[config.mk]
export PLATFORM = sky130hd
export DESIGN_NAME = lpc_top
export DESIGN_NICKNAME = d
export VERILOG_FILES = /design/src/logic/lpc_pkg.sv /design/src/logic/lpc_top.sv /design/src/logic/lpc_sync.sv
export SDC_FILE = /design/constraint.sdc
export NUM_CORES = 1
export LEC_CHECK = 0
export BUFFER_PORTS_ARGS = -buffer_cell sky130_fd_sc_hd__buf_2
export CAP_MARGIN = 20
export CORE_MARGIN = 2
export CORE_UTILIZATION = 61
export CTS_CLUSTER_SIZE = 14
export DETAILED_ROUTE_END_ITERATION = 8
export PLACE_DENSITY = 0.86
export SYNTH_ARGS = -nofsm -noshare
export SYNTH_HDL_FRONTEND = slang
export SYNTH_HIERARCHICAL = 1
export SYNTH_SLANG_ARGS = --single-unit
[constraint.sdc]
create_clock -name pclk -period 9.2 [get_ports pclk]
set_input_delay 0.92 -clock pclk [delete_from_list [all_inputs] [get_ports pclk]]
set_output_delay 0.92 -clock pclk [all_outputs]
set_load 0.005 [all_outputs]
[src/logic/lpc_pkg.sv]
//==============================================================
//==============================================================
`default_nettype none
package lpc_pkg;
    //==========================================================
    // Timing
    localparam int CLK_NS = 8;
    localparam int LINE_STEP_NS = 1000;
    localparam int STEP_CYC = (LINE_STEP_NS + CLK_NS - 1) / CLK_NS;
    localparam logic [7:0] STEP_CYC_W = 8'(STEP_CYC);
    //==========================================================
    // Line buffer
    localparam int LINE_LEN = 120;
    localparam logic [6:0] LINE_LAST = 7'(LINE_LEN - 1);
    localparam logic [6:0] LINE_FULL = 7'(LINE_LEN);
    localparam logic [7:0] SPACE_CODE = 8'h20;
    //==========================================================
    // Register byte offsets
    localparam logic [7:0] A_CTRL = 8'h00;
    localparam logic [7:0] A_DATA = 8'h04;
    localparam logic [7:0] A_TEST = 8'h08;
    localparam logic [7:0] A_COND = 8'h0C;
    localparam logic [7:0] A_EVENT = 8'h10;
    localparam logic [7:0] A_MASK = 8'h14;
    //==========================================================
    // Control word bits, numbered from the most significant end
    localparam int CW_FILL = 9;
    localparam int CW_CLEAR = 8;
    localparam int CW_PRINT = 7;
    localparam int CW_TOF = 6;
    localparam int CW_ADV1 = 5;
    localparam int CW_CHAN = 4;
    localparam int CW_N_W = 3;
    //==========================================================
    // Test word bits, numbered from the most significant end
    localparam int TW_INOP = 9;
    localparam int TW_BOF = 8;
    localparam int TW_PAR = 6;
    localparam int TW_BUSY = 4;
    localparam int TEST_SKIP_POS = 16;
    //==========================================================
    // Event bits
    localparam int EV_CONFLICT = 0;
    localparam int EV_PRINT = 1;
    localparam int EV_PAPER = 2;
    localparam int EV_PARITY = 3;
    localparam int EV_W = 4;
    localparam logic [3:0] EV_RESET = 4'h0;
    localparam logic [3:0] MASK_RESET = 4'h0;
    //==========================================================
    // Types
    typedef struct packed {
        logic inop;
        logic bof;
        logic parity;
        logic busy;
        logic [7:0] punch;
    } lpc_pins_s;
    localparam int PINS_W = 12;
    typedef struct packed {
        logic strobe;
        logic [7:0] code;
        logic fire;
        logic feed;
    } lpc_prt_s;
    typedef enum logic [1:0] {
        B_IDLE = 2'b00,
        B_CLEAR = 2'b01,
        B_PRINT = 2'b10
    } lpc_buf_e;
    typedef enum logic [1:0] {
        P_IDLE = 2'b00,
        P_STEP = 2'b01,
        P_SETTLE = 2'b10
    } lpc_pap_e;
endpackage
`default_nettype wire

[src/logic/lpc_top.sv]
`timescale 1ns/1ps
`default_nettype none
module lpc_top
(
    // Clock, reset, enable
    input wire logic pclk,
    input wire logic presetn,
    input wire logic ce,
    // APB slave
    input wire logic psel,
    input wire logic penable,
    input wire logic pwrite,
    input wire logic [7:0] paddr,
    input wire logic [31:0] pwdata,
    output logic [31:0] prdata,
    output logic pready,
    output logic pslverr,
    // Printer mechanism
    input wire lpc_pkg::lpc_pins_s pins_in,
    output lpc_pkg::lpc_prt_s prt,
    // Interrupt
    output logic irq
);
    //==========================================================
    // Bit access with bit 0 as the most significant bit.
    function automatic logic wbit(input logic [15:0] w, input int n);
        return w[15 - n];
    endfunction

    //==========================================================
    // Pin synchronisers
    logic [lpc_pkg::PINS_W-1:0] pins_bits;
    lpc_pkg::lpc_pins_s pq;
    lpc_sync #(.W(lpc_pkg::PINS_W)) u_sync
    (
        .clk(pclk),
        .rst_n(presetn),
        .ce(ce),
        .d(pins_in),
        .q(pins_bits)
    );
    assign pq = lpc_pkg::lpc_pins_s'(pins_bits);

    //==========================================================
    // State
    lpc_pkg::lpc_buf_e bst_reg, bst_next;
    lpc_pkg::lpc_pap_e pst_reg, pst_next;
    logic [6:0] ptr_reg, ptr_next, idx_reg, idx_next;
    logic fill_reg, fill_next, pend_reg, pend_next;
    logic [2:0] tgt_reg, tgt_next;
    logic [7:0] cnt_reg, cnt_next;
    logic single_reg, single_next;
    logic [15:0] tw_reg;
    logic [3:0] ev_reg, ev_next, mask_reg;
    logic par_d_reg, ev_buf, ev_pap;
    lpc_pkg::lpc_prt_s prt_next;
    logic [7:0] line_mem [0:lpc_pkg::LINE_LEN-1];

    //==========================================================
    // Bus decode
    wire acc = psel & penable;
    wire take = acc & pready & ce;
    wire wr_take = take & pwrite;
    wire hit_ctrl = paddr == lpc_pkg::A_CTRL;
    wire hit_data = paddr == lpc_pkg::A_DATA;
    wire hit_test = paddr == lpc_pkg::A_TEST;
    wire hit_cond = paddr == lpc_pkg::A_COND;
    wire hit_ev = paddr == lpc_pkg::A_EVENT;
    wire hit_mask = paddr == lpc_pkg::A_MASK;
    wire mapped = hit_ctrl | hit_data | hit_test | hit_cond | hit_ev | hit_mask;
    wire ctrl_go = (bst_reg == lpc_pkg::B_IDLE) & (pst_reg == lpc_pkg::P_IDLE);
    wire buf_full = fill_reg & (ptr_reg == lpc_pkg::LINE_FULL);
    // A full buffer never answers, so the master hangs as the host expects.
    wire data_go = (bst_reg == lpc_pkg::B_IDLE) & ~buf_full;
    wire go = hit_ctrl ? ctrl_go : (hit_data ? data_go : 1'b1);

    //==========================================================
    // Control word decode
    wire [15:0] cw = pwdata[15:0];
    wire ctrl_take = wr_take & hit_ctrl;
    wire c_chan = wbit(cw, lpc_pkg::CW_CHAN);
    wire c_fill = wbit(cw, lpc_pkg::CW_FILL) & ~c_chan;
    wire c_clear = wbit(cw, lpc_pkg::CW_CLEAR);
    wire c_print = wbit(cw, lpc_pkg::CW_PRINT);
    wire c_tof = wbit(cw, lpc_pkg::CW_TOF);
    wire c_adv1 = wbit(cw, lpc_pkg::CW_ADV1);
    wire [2:0] c_n = cw[lpc_pkg::CW_N_W-1:0];
    wire [2:0] mech_cnt = 3'(c_print) + 3'(c_tof) + 3'(c_adv1) + 3'(c_chan);
    wire c_chan_extra = c_chan & (c_clear | c_print | c_tof | c_adv1);
    wire conflict = (mech_cnt > 3'h1) | (c_clear & c_fill) | c_chan_extra;
    // Compatible bits start in the same cycle, except that a print waits for a clear and fill is dropped with a channel select.
    wire cmd_go = ctrl_take & ~conflict;
    wire data_store = wr_take & hit_data & fill_reg & ~buf_full;

    //==========================================================
    // Status test
    wire busy_any = pq.busy | ~ctrl_go;
    wire sel_ok_inop = ~(wbit(tw_reg, lpc_pkg::TW_INOP) & pq.inop);
    wire sel_ok_bof = ~(wbit(tw_reg, lpc_pkg::TW_BOF) & pq.bof);
    wire sel_ok_par = ~(wbit(tw_reg, lpc_pkg::TW_PAR) & pq.parity);
    wire sel_ok_busy = ~(wbit(tw_reg, lpc_pkg::TW_BUSY) & busy_any);
    // One failing condition is enough to suppress the skip.
    wire skip = sel_ok_inop & sel_ok_bof & sel_ok_par & sel_ok_busy;

    //==========================================================
    // Read mux
    wire [31:0] rd_test = {15'h0000, skip, tw_reg};
    wire [31:0] rd_cond = {16'h0000, ptr_reg, fill_reg, bst_reg, pst_reg,
                           pq.inop, pq.bof, pq.parity, busy_any};
    wire [31:0] rd_mux = hit_test ? rd_test :
                         hit_cond ? rd_cond :
                         hit_ev ? {28'h0000000, ev_reg} :
                         hit_mask ? {28'h0000000, mask_reg} : 32'h00000000;

    //==========================================================
    // Buffer engine
    always_comb
    begin
        bst_next = bst_reg;
        idx_next = idx_reg;
        ptr_next = ptr_reg;
        fill_next = fill_reg;
        pend_next = pend_reg;
        ev_buf = 1'b0;
        prt_next = '0;
        prt_next.feed = pst_reg == lpc_pkg::P_STEP;
        if (data_store)
        begin
            ptr_next = ptr_reg + 7'h01;
        end
        case (bst_reg)
            lpc_pkg::B_IDLE:
            begin
                if (cmd_go & c_fill)
                begin
                    fill_next = 1'b1;
                    ptr_next = 7'h00;
                end
                if (cmd_go & c_clear)
                begin
                    bst_next = lpc_pkg::B_CLEAR;
                    idx_next = 7'h00;
                    ptr_next = 7'h00;
                    pend_next = c_print;
                end
                else if (cmd_go & c_print)
                begin
                    bst_next = lpc_pkg::B_PRINT;
                    idx_next = 7'h00;
                end
            end
            lpc_pkg::B_CLEAR:
            begin
                idx_next = idx_reg + 7'h01;
                if (idx_reg == lpc_pkg::LINE_LAST)
                begin
                    idx_next = 7'h00;
                    pend_next = 1'b0;
                    bst_next = pend_reg ? lpc_pkg::B_PRINT : lpc_pkg::B_IDLE;
                end
            end
            lpc_pkg::B_PRINT:
            begin
                prt_next.strobe = 1'b1;
                prt_next.code = line_mem[idx_reg];
                idx_next = idx_reg + 7'h01;
                if (idx_reg == lpc_pkg::LINE_LAST)
                begin
                    idx_next = 7'h00;
                    prt_next.fire = 1'b1;
                    ev_buf = 1'b1;
                    bst_next = lpc_pkg::B_IDLE;
                end
            end
            default:
            begin
                bst_next = lpc_pkg::B_IDLE;
            end
        endcase
    end

    // Clearing takes one cycle a position; data and control writes in that time are stalled.
    wire mem_we = (bst_reg == lpc_pkg::B_CLEAR) | data_store;
    wire [6:0] mem_wa = (bst_reg == lpc_pkg::B_CLEAR) ? idx_reg : ptr_reg;
    wire [7:0] mem_wd = (bst_reg == lpc_pkg::B_CLEAR) ? lpc_pkg::SPACE_CODE
                                                       : pwdata[7:0];

    always_ff @(posedge pclk)
    begin
        if (ce & mem_we)
        begin
            line_mem[mem_wa] <= mem_wd;
        end
    end

    //==========================================================
    // Paper engine
    always_comb
    begin
        pst_next = pst_reg;
        tgt_next = tgt_reg;
        cnt_next = cnt_reg;
        single_next = single_reg;
        ev_pap = 1'b0;
        case (pst_reg)
            lpc_pkg::P_IDLE:
            begin
                if (cmd_go & (c_adv1 | c_chan | c_tof))
                begin
                    pst_next = lpc_pkg::P_STEP;
                    single_next = c_adv1;
                    tgt_next = c_chan ? c_n : 3'h0;
                end
            end
            lpc_pkg::P_STEP:
            begin
                pst_next = lpc_pkg::P_SETTLE;
                cnt_next = lpc_pkg::STEP_CYC_W;
            end
            lpc_pkg::P_SETTLE:
            begin
                if (cnt_reg != 8'h00)
                begin
                    cnt_next = cnt_reg - 8'h01;
                end
                else if (single_reg | pq.punch[tgt_reg])
                begin
                    pst_next = lpc_pkg::P_IDLE;
                    ev_pap = 1'b1;
                end
                else
                begin
                    pst_next = lpc_pkg::P_STEP;
                end
            end
            default:
            begin
                pst_next = lpc_pkg::P_IDLE;
            end
        endcase
    end

    //==========================================================
    // Events and interrupt
    wire [3:0] ev_set = {pq.parity & ~par_d_reg, ev_pap, ev_buf, ctrl_take & conflict};
    wire [3:0] ev_clr = (wr_take & hit_ev) ? pwdata[3:0] : 4'h0;
    // A new event in the clearing cycle survives the clear.
    assign ev_next = (ev_reg & ~ev_clr) | ev_set;

    //==========================================================
    // Registers
    always_ff @(posedge pclk or negedge presetn)
    begin
        if (!presetn)
        begin
            bst_reg <= lpc_pkg::B_IDLE;
            pst_reg <= lpc_pkg::P_IDLE;
            ptr_reg <= 7'h00;
            idx_reg <= 7'h00;
            fill_reg <= 1'b0;
            pend_reg <= 1'b0;
            tgt_reg <= 3'h0;
            cnt_reg <= 8'h00;
            single_reg <= 1'b0;
            prt <= '0;
        end
        else if (ce)
        begin
            bst_reg <= bst_next;
            pst_reg <= pst_next;
            ptr_reg <= ptr_next;
            idx_reg <= idx_next;
            fill_reg <= fill_next;
            pend_reg <= pend_next;
            tgt_reg <= tgt_next;
            cnt_reg <= cnt_next;
            single_reg <= single_next;
            prt <= prt_next;
        end
    end

    always_ff @(posedge pclk or negedge presetn)
    begin
        if (!presetn)
        begin
            pready <= 1'b0;
            pslverr <= 1'b0;
            prdata <= 32'h00000000;
            tw_reg <= 16'h0000;
            ev_reg <= lpc_pkg::EV_RESET;
            mask_reg <= lpc_pkg::MASK_RESET;
            par_d_reg <= 1'b0;
            irq <= 1'b0;
        end
        else if (ce)
        begin
            pready <= acc & ~pready & go;
            if (acc & ~pready & go)
            begin
                prdata <= rd_mux;
                pslverr <= ~mapped;
            end
            if (wr_take & hit_test)
            begin
                tw_reg <= cw;
            end
            if (wr_take & hit_mask)
            begin
                mask_reg <= pwdata[3:0];
            end
            ev_reg <= ev_next;
            par_d_reg <= pq.parity;
            irq <= |(ev_next & mask_reg);
        end
    end

    //==========================================================
    // Assertions
    a_fill_entry: assert property (@(posedge pclk) disable iff (!presetn)
        cmd_go & c_fill |=> fill_reg && ptr_reg == 7'h00)
        else $error("fill command did not open the buffer");
    a_fmt_nofill: assert property (@(posedge pclk) disable iff (!presetn)
        cmd_go & c_chan |=> fill_reg == $past(fill_reg) && pst_reg == lpc_pkg::P_STEP)
        else $error("channel select changed fill mode or did not move paper");
    a_adv_one: assert property (@(posedge pclk) disable iff (!presetn)
        ce && pst_reg == lpc_pkg::P_SETTLE && cnt_reg == 8'h00 && single_reg
        |=> pst_reg == lpc_pkg::P_IDLE)
        else $error("single line advance took more than one step");
    a_chan_pick: assert property (@(posedge pclk) disable iff (!presetn)
        cmd_go & c_chan |=> tgt_reg == $past(c_n))
        else $error("wrong format channel selected");
    a_tof_zero: assert property (@(posedge pclk) disable iff (!presetn)
        cmd_go & (c_tof | (c_chan & c_n == 3'h0)) |=> tgt_reg == 3'h0)
        else $error("top of form not routed to channel zero");
    a_punch_wait: assert property (@(posedge pclk) disable iff (!presetn)
        ce && pst_reg == lpc_pkg::P_SETTLE && cnt_reg == 8'h00 && !single_reg
        && !pq.punch[tgt_reg] |=> pst_reg == lpc_pkg::P_STEP)
        else $error("paper stopped before channel punch");
    a_fill_order: assert property (@(posedge pclk) disable iff (!presetn)
        data_store |=> ptr_reg == $past(ptr_reg) + 7'h01
        && line_mem[$past(ptr_reg)] == $past(pwdata[7:0]))
        else $error("character not stored in order");
    a_clear_space: assert property (@(posedge pclk) disable iff (!presetn)
        ce && bst_reg == lpc_pkg::B_CLEAR |=> line_mem[$past(idx_reg)] == lpc_pkg::SPACE_CODE)
        else $error("clear did not write a space");
    a_full_stall: assert property (@(posedge pclk) disable iff (!presetn)
        acc && hit_data && buf_full |-> !pready ##1 !pready)
        else $error("full buffer answered a character");
    a_multi_cmd: assert property (@(posedge pclk) disable iff (!presetn)
        cmd_go & c_clear & c_adv1 |=> bst_reg == lpc_pkg::B_CLEAR && pst_reg == lpc_pkg::P_STEP)
        else $error("compatible commands not run together");
    a_skip_fail: assert property (@(posedge pclk) disable iff (!presetn)
        wbit(tw_reg, lpc_pkg::TW_BUSY) && busy_any |-> !rd_test[lpc_pkg::TEST_SKIP_POS])
        else $error("skip granted while busy");
    a_conflict_none: assert property (@(posedge pclk) disable iff (!presetn)
        ctrl_take & conflict |=> bst_reg == lpc_pkg::B_IDLE && pst_reg == lpc_pkg::P_IDLE
        && ptr_reg == $past(ptr_reg) && ev_reg[lpc_pkg::EV_CONFLICT])
        else $error("conflicting command had an effect");

    c_clear_print: cover property (@(posedge pclk) disable iff (!presetn)
        cmd_go & c_clear & c_print);
    c_line_done: cover property (@(posedge pclk) disable iff (!presetn) prt.fire);
    c_full_wait: cover property (@(posedge pclk) disable iff (!presetn) acc & hit_data & buf_full);
    c_conflict: cover property (@(posedge pclk) disable iff (!presetn) ctrl_take & conflict);
endmodule // lpc_top
`default_nettype wire

[src/logic/lpc_sync.sv]
`timescale 1ns/1ps
`default_nettype none
module lpc_sync #(parameter int W = 12)
(
    // Clock and reset
    input wire logic clk,
    input wire logic rst_n,
    input wire logic ce,
    // Levels
    input wire logic [W-1:0] d,
    output logic [W-1:0] q
);
    logic [W-1:0] s1_reg;
    genvar i;
    generate
        for (i = 0; i < W; i++)
        begin : g_bit
            always_ff @(posedge clk or negedge rst_n)
            begin
                if (!rst_n)
                begin
                    s1_reg[i] <= 1'b0;
                    q[i] <= 1'b0;
                end
                else if (ce)
                begin
                    s1_reg[i] <= d[i];
                    q[i] <= s1_reg[i];
                end
            end
        end
    endgenerate
endmodule // lpc_sync
`default_nettype wire

# After elaboration in Yosys (flattened, before gate mapping)
# Memory sizes are Yosys's and may differ from the RTL's.
# Cells that the tools add are included.
dict set report word_totals {
  regBits 127
  latch_bits 0
  ram_bits 960
  rom_bits 0
  mem_count 1
}
# memory words width rd rd_clocked_by_memory_dff write_ports line
set mem_list {}
lappend mem_list {line_mem 120 8 1 0 1 lpc_top.sv:57} ;# logic [7:0] line_mem [0:lpc_pkg::LINE_LEN-1];
dict set report classes {
  addsub 6
  multipliers 0
  n_div 0
  order_cmp 2
  n_eq_ne 18
  n_shift 0
  muxes 43
  bitwise_logic 64
  reduce_logical 19
}
# op n
set op_table {}
lappend op_table {{7-bit two-way mux} 8}
lappend op_table {{1-bit bitwise AND} 34}
lappend op_table {{17-bit two-way mux} 1}
lappend op_table {{8-bit by 4-bit equality test with 1-bit output (second input constant)} 2}
lappend op_table {{8-bit by 5-bit equality test with 1-bit output (second input constant)} 2}
lappend op_table {{16-bit two-way mux} 1}
lappend op_table {{8-bit two-way mux} 2}
lappend op_table {{8-bit one-hot mux with 2 select lines} 1}
lappend op_table {{1-bit bitwise OR} 15}
lappend op_table {{3-bit AND reduction} 5}
lappend op_table {{7-bit by 1-bit adder with 7-bit output (second input constant)} 2}
lappend op_table {{7-bit equality test (second input constant)} 2}
lappend op_table {{2-bit two-way mux} 7}
lappend op_table {{7-bit one-hot mux with 2 select lines} 1}
lappend op_table {{1-bit two-way mux} 13}
lappend op_table {{4-bit two-way mux} 3}
lappend op_table {{2-bit one-hot mux with 3 select lines} 2}
lappend op_table {{1-bit inverter} 11}
lappend op_table {{10-bit two-way mux} 1}
lappend op_table {{4-bit bitwise AND} 2}
lappend op_table {{8-bit by 3-bit equality test with 1-bit output (second input constant)} 1}
lappend op_table {{8-bit logical NOT} 1}
lappend op_table {{2-bit inequality test (second input constant)} 4}
lappend op_table {{4-bit AND reduction} 2}
lappend op_table {{21 further kinds} 29}

# Logic depth before layout (Yosys ltp)
dict set report depth {
  ltp_word 12
  depth_mapped 11
}

# Hierarchy
# Netlist, hierarchy kept.
# mod n_inst cells_each area_each_um2 seq_area_each_um2
set by_module_without_submodules {}
lappend by_module_without_submodules {lpc_top 1 2333 42109.1 31029.8}
lappend by_module_without_submodules {lpc_sync 1 51 997.2 600.6}

# Worst setup path before layout
# Ideal clock, no wire load.
dict set report synth_timing {
  kind {input -> register}
  from {in pwdata[0]}
  to {mem line_mem[0][0] (data pin)}
  setup_time_ns 0.786
  t_arrival_ns 3.843
  t_required_ns 8.414
  slack_ns 4.570
  stages 1
  path_cell_list {nor2b_1}
}
dict set report synth_between {
  elab_chain_len 1
}
# element line
set synth_rtl {}
lappend synth_rtl {{start, declared} lpc_top.sv:14} ;# input wire logic [31:0] pwdata,
lappend synth_rtl {{8-bit two-way mux} lpc_top.sv:185} ;# wire [7:0] mem_wd = (bst_reg == lpc_pkg::B_CLEAR) ? lpc_pkg::SPACE_CODE
lappend synth_rtl {{end, declared} lpc_top.sv:57}
# Every way passes these cells.

# Worst setup path after layout
dict set report layout_timing {
  from {reg idx_reg[0]}
  to {reg prt[4] in the netlist's numbering}
}
dict set report layout_between {
  elab_chain_len 2
}
# element line
set layout_rtl {}
lappend layout_rtl {{start, declared} lpc_top.sv:48} ;# logic [6:0] ptr_reg, ptr_next, idx_reg, idx_next;
lappend layout_rtl {{start signal, assigned} lpc_top.sv:272} ;# idx_reg <= idx_next;
lappend layout_rtl {{memory read 120 x 8 bit} --}
lappend layout_rtl {{10-bit two-way mux} lpc_top.sv:131} ;# case (bst_reg)
lappend layout_rtl {{end signal, assigned} lpc_top.sv:278} ;# prt <= prt_next;
lappend layout_rtl {{end, declared} lpc_top.sv:20} ;# output lpc_pkg::lpc_prt_s prt,
# Every way passes these cells.
# A chain may end at the register's enable or synchronous reset.

==> flow_metrics.env <==
export IMPL_status="finished clean"
export IMPL_ios=104
export IMPL_cp_depth=8
export IMPL_syn_inst=2384
export IMPL_vias=23800
export IMPL_yosys_mux_area_fraction_pct=15.7
export IMPL_highest_layer="met5"
export IMPL_cts_tree="built"
export IMPL_fin_nets=2544
export IMPL_synthAdderAreaFrac_pct=0.308
export IMPL_clock_sinks=1072
export IMPL_postCtsSetupBuffers=0
export IMPL_synth_simple_gate_area_share_pct=4.63
export IMPL_synth_edf_count=960
export IMPL_final_layout_size_suffix_gt1_share_pct=20.4
export IMPL_crit_path_frequent_cell="buf_4"
export IMPL_holdCritPathClass="in -> async"
export IMPL_worst_slew_pin_slew_ps=1140
export IMPL_wl_met3_mm=12.0
export IMPL_endpoint="prt[4]"
export IMPL_synth_top_family_by_area="multiplexers"
export IMPL_syn_avg_cell_area_um2=18.1
export IMPL_startpoint="idx_reg[0]"
export IMPL_syn_cell_area_um2=43100
export IMPL_dp_cells=3308
export IMPL_p_leak_nw=15.4
export IMPL_reg2regPathDepth=8
export IMPL_max_cap_viol_count=0
export IMPL_crit_chain="buf_4 -> buf_4 -> mux2i_1 -> a22oi_1 -> a31oi_1 -> nand3_1 -> a2111oi_0 -> a221oi_1"
export IMPL_setup_viol=0
export IMPL_slew_limit_headroom_pct=23.9
export IMPL_dr_first_iter_drc_count=3556
export IMPL_synth_compound_area_share_pct=4.01
export IMPL_die_w_um=270
export IMPL_startpoint_type="flip-flop"
export IMPL_rrSetupSlack_ps=4340
export IMPL_antenna_found_initial=3
export IMPL_initial_core_util_pct=61.6
export IMPL_largest_reg_flops=960
export IMPL_powerDensity_nw_per_um2=251
export IMPL_ctsHtreeMaxLevel=3
export IMPL_cts_root_buffer="clkbuf_16"
export IMPL_timing_fmax_ghz=0.206
export IMPL_seq_area_frac_synth_pct=73.4
export IMPL_routed_wl_met2_mm=50.9
export IMPL_die_area_um2=72800
export IMPL_synth_xor_area_share_pct=0.223
export IMPL_synth_top_area_share_pct=66.9
export IMPL_port_buffers=72
export IMPL_finalHoldViolCount=0
export IMPL_dr_pass1_iters=6
export IMPL_grt_pass1_wl_mm=155
export IMPL_core_region_area_um2=70000
export IMPL_die_height_um=270
export IMPL_rows=97
export IMPL_vias_per_cell=6.82
export IMPL_crit_type="reg -> reg"
export IMPL_end_kind="flip-flop"
export IMPL_drv_slew=0
export IMPL_vdd_drop_max_v=0.000263
export IMPL_r2r_start="idx_reg[0]"
export IMPL_hold_buffers=0
export IMPL_max_stage_delay_ps=920
export IMPL_wire_per_inst_um=29.8
export IMPL_routed_wl_mm=104
export IMPL_synthTopCellsByArea="edfxtp_1, mux4_2, dfrtp_1"
export IMPL_r2r_end="prt[4]"
export IMPL_yosysWarnings=6
export IMPL_fin_cells=3496
export IMPL_cts_resized=0
export IMPL_cts_buffer_depth=3
export IMPL_rsz0062_at_grt="false"
export IMPL_numCtsBuffers=102
export IMPL_synthFlopType="edfxtp_1"
export IMPL_crit_slowest_cell="buf_4"
export IMPL_grtUsageTotal_pct=28.7
export IMPL_drt_met1_wl_mm=35.8
export IMPL_route_detailed_drc=0
export IMPL_grt_pass1_vias=24400
export IMPL_critical_path_top_delay_family="buffers and inverters"
export IMPL_worstPathRequired_ps=9680
export IMPL_critPathArrivalTime_ps=5340
export IMPL_syn_to_final_growth_pct=10.6
export IMPL_critPathBufInv=2
export IMPL_finalSetupTns_ps=0
export IMPL_synthDistinctLibCells=65
export IMPL_grt_max_degree=121
export IMPL_place_hpwl_mm=60.5
export IMPL_ys_seq_elements=1072
export IMPL_grt_overflow=0
export IMPL_insertion_delay_ps=660
export IMPL_post_route_period_util_pct=52.8
export IMPL_gp_congestion=0.905
export IMPL_synthArstFlopShare_pct=10.4
export IMPL_crit_fanout=60
export IMPL_clk_pin_slew_ps=60
export IMPL_clock_skew_ps=24.3
export IMPL_synth_top_cell_by_area="edfxtp_1"
export IMPL_fin_crit_ps=4860
export IMPL_ant_nets=0
-- through the flow --
stage | cell area [um^2] | util (%) | setup WS (ps) | hold slack [ps] | power, mW
finish | 47700 | 68.1 | 4340 | 180 | 11.9
global route | 47700 | 68.1 | 4230 | 199 | 12.2
CTS | 47600 | 67.9 | 4480 | 168 | 11.9
detailed placement | 44400 | 63.4 | 4540 | 463 | 7.94
global placement | 44400 | 63.4 | 4570 | 455 | 7.87
floorplan | 43200 | - | 4570 | 449 | 7.24
-- final cells by class --
cell class | count | area, um^2
Antenna cell | 2 | 5.00
Tap cell | 940 | 1180
Inverter | 24 | 90.1
Clock buffer | 139 | 2820
Timing Repair Buffer | 115 | 763
Multi-Input combinational cell | 1161 | 10800
Clock inverter | 43 | 347
Sequential cell | 1072 | 31600
Fill cell | 4067 | 22400
-- power by group --
part | total (mW) | internal, mW | switching (mW)
clock | 4.01 | 2.26 | 1.76
sequential | 5.52 | 5.37 | 0.146
combinational | 2.42 | 1.04 | 1.38
-- cells in the mapped netlist, types with 6 or more instances --
cell,count
a2111oi_0,6
a211oi_1,10
a21oi_1,35
a221oi_1,15
a22o_1,6
a22oi_1,52
a31oi_1,7
and2_1,7
buf_1,26
buf_2,26
buf_4,17
clkbuf_1,68
dfrtp_1,112
edfxtp_1,960
ha_1,9
inv_1,21
mux2_2,38
mux2_4,20
mux2i_1,193
mux4_2,182
nand2_1,143
nand2b_1,15
nand3_1,33
nand3b_1,7
nor2_1,164
nor2b_1,26
nor3_1,13
nor4_1,9
o211ai_1,8
o21ai_0,34
o22ai_1,22
o31ai_1,28
xnor2_1,6
-- layout by cell type, fill, tap and decap left out, drive strengths merged, types with 9 or more instances in the layout --
cell type  netlist  routed
conb             1      15
nand3           33      33
a21oi           35      35
o21ai           34      34
nor3            13      13
mux2            58      58
nor4            10      10
mux2i          193     193
nor2b           26      26
o31ai           28      28
nand2b          15      15
o22ai           22      22
inv             21      25
edfxtp         960     960
a22oi           52      52
dfrtp          112     112
buf             73     115
nand2          143     143
clkbuf          68     139
a211oi          10      10
clkinv           3      34
a221oi          15      15
mux4           182     182
ha               9       9
nor2           164     164
-- per-layer routing --
metal	vias to the layer above	global-route usage (%)
li1	9659	-
met4	4	13.7
met3	393	6.93
met2	1787	46.6
met1	12000	36.8
met5	-	0
-- worst reg2reg max path, delay by kind of cell (launching register included) --
| kind | cells | cell delay [ps] |
|---|---|---|
| buffers and inverters | 2 | 1750 |
| AO/OA/AOI/OAI | 4 | 1550 |
| flip-flops | 1 | 710 |
| multiplexers | 1 | 500 |
| AND/OR/NAND/NOR | 1 | 170 |
-- logic make-up (layout without fill, tap and decap cells) --
kind of cell | Yosys count | after routing
flip-flops | 1072 | 1072
AND/OR/NAND/NOR | 444 | 444
multiplexers | 433 | 433
AO/OA/AOI/OAI | 248 | 248
buffers and inverters | 165 | 321
XOR/XNOR | 11 | 11
adder cells (fa/ha/maj) | 10 | 10
other | 1 | 17
-- worst min-delay path by stage --
stage / startpoint / end
5_1_grt: presetn / prdata[11]
2_1_floorplan: tw_reg[10] / tw_reg[10]
3_5_place_dp: prdata[14] / prdata[14]
4_1_cts: presetn / tw_reg[10]
3_3_place_gp: prdata[15] / prdata[15]
6_report: presetn / ptr_reg[4]
No activity file was read; power rests on OpenSTA's default activity.
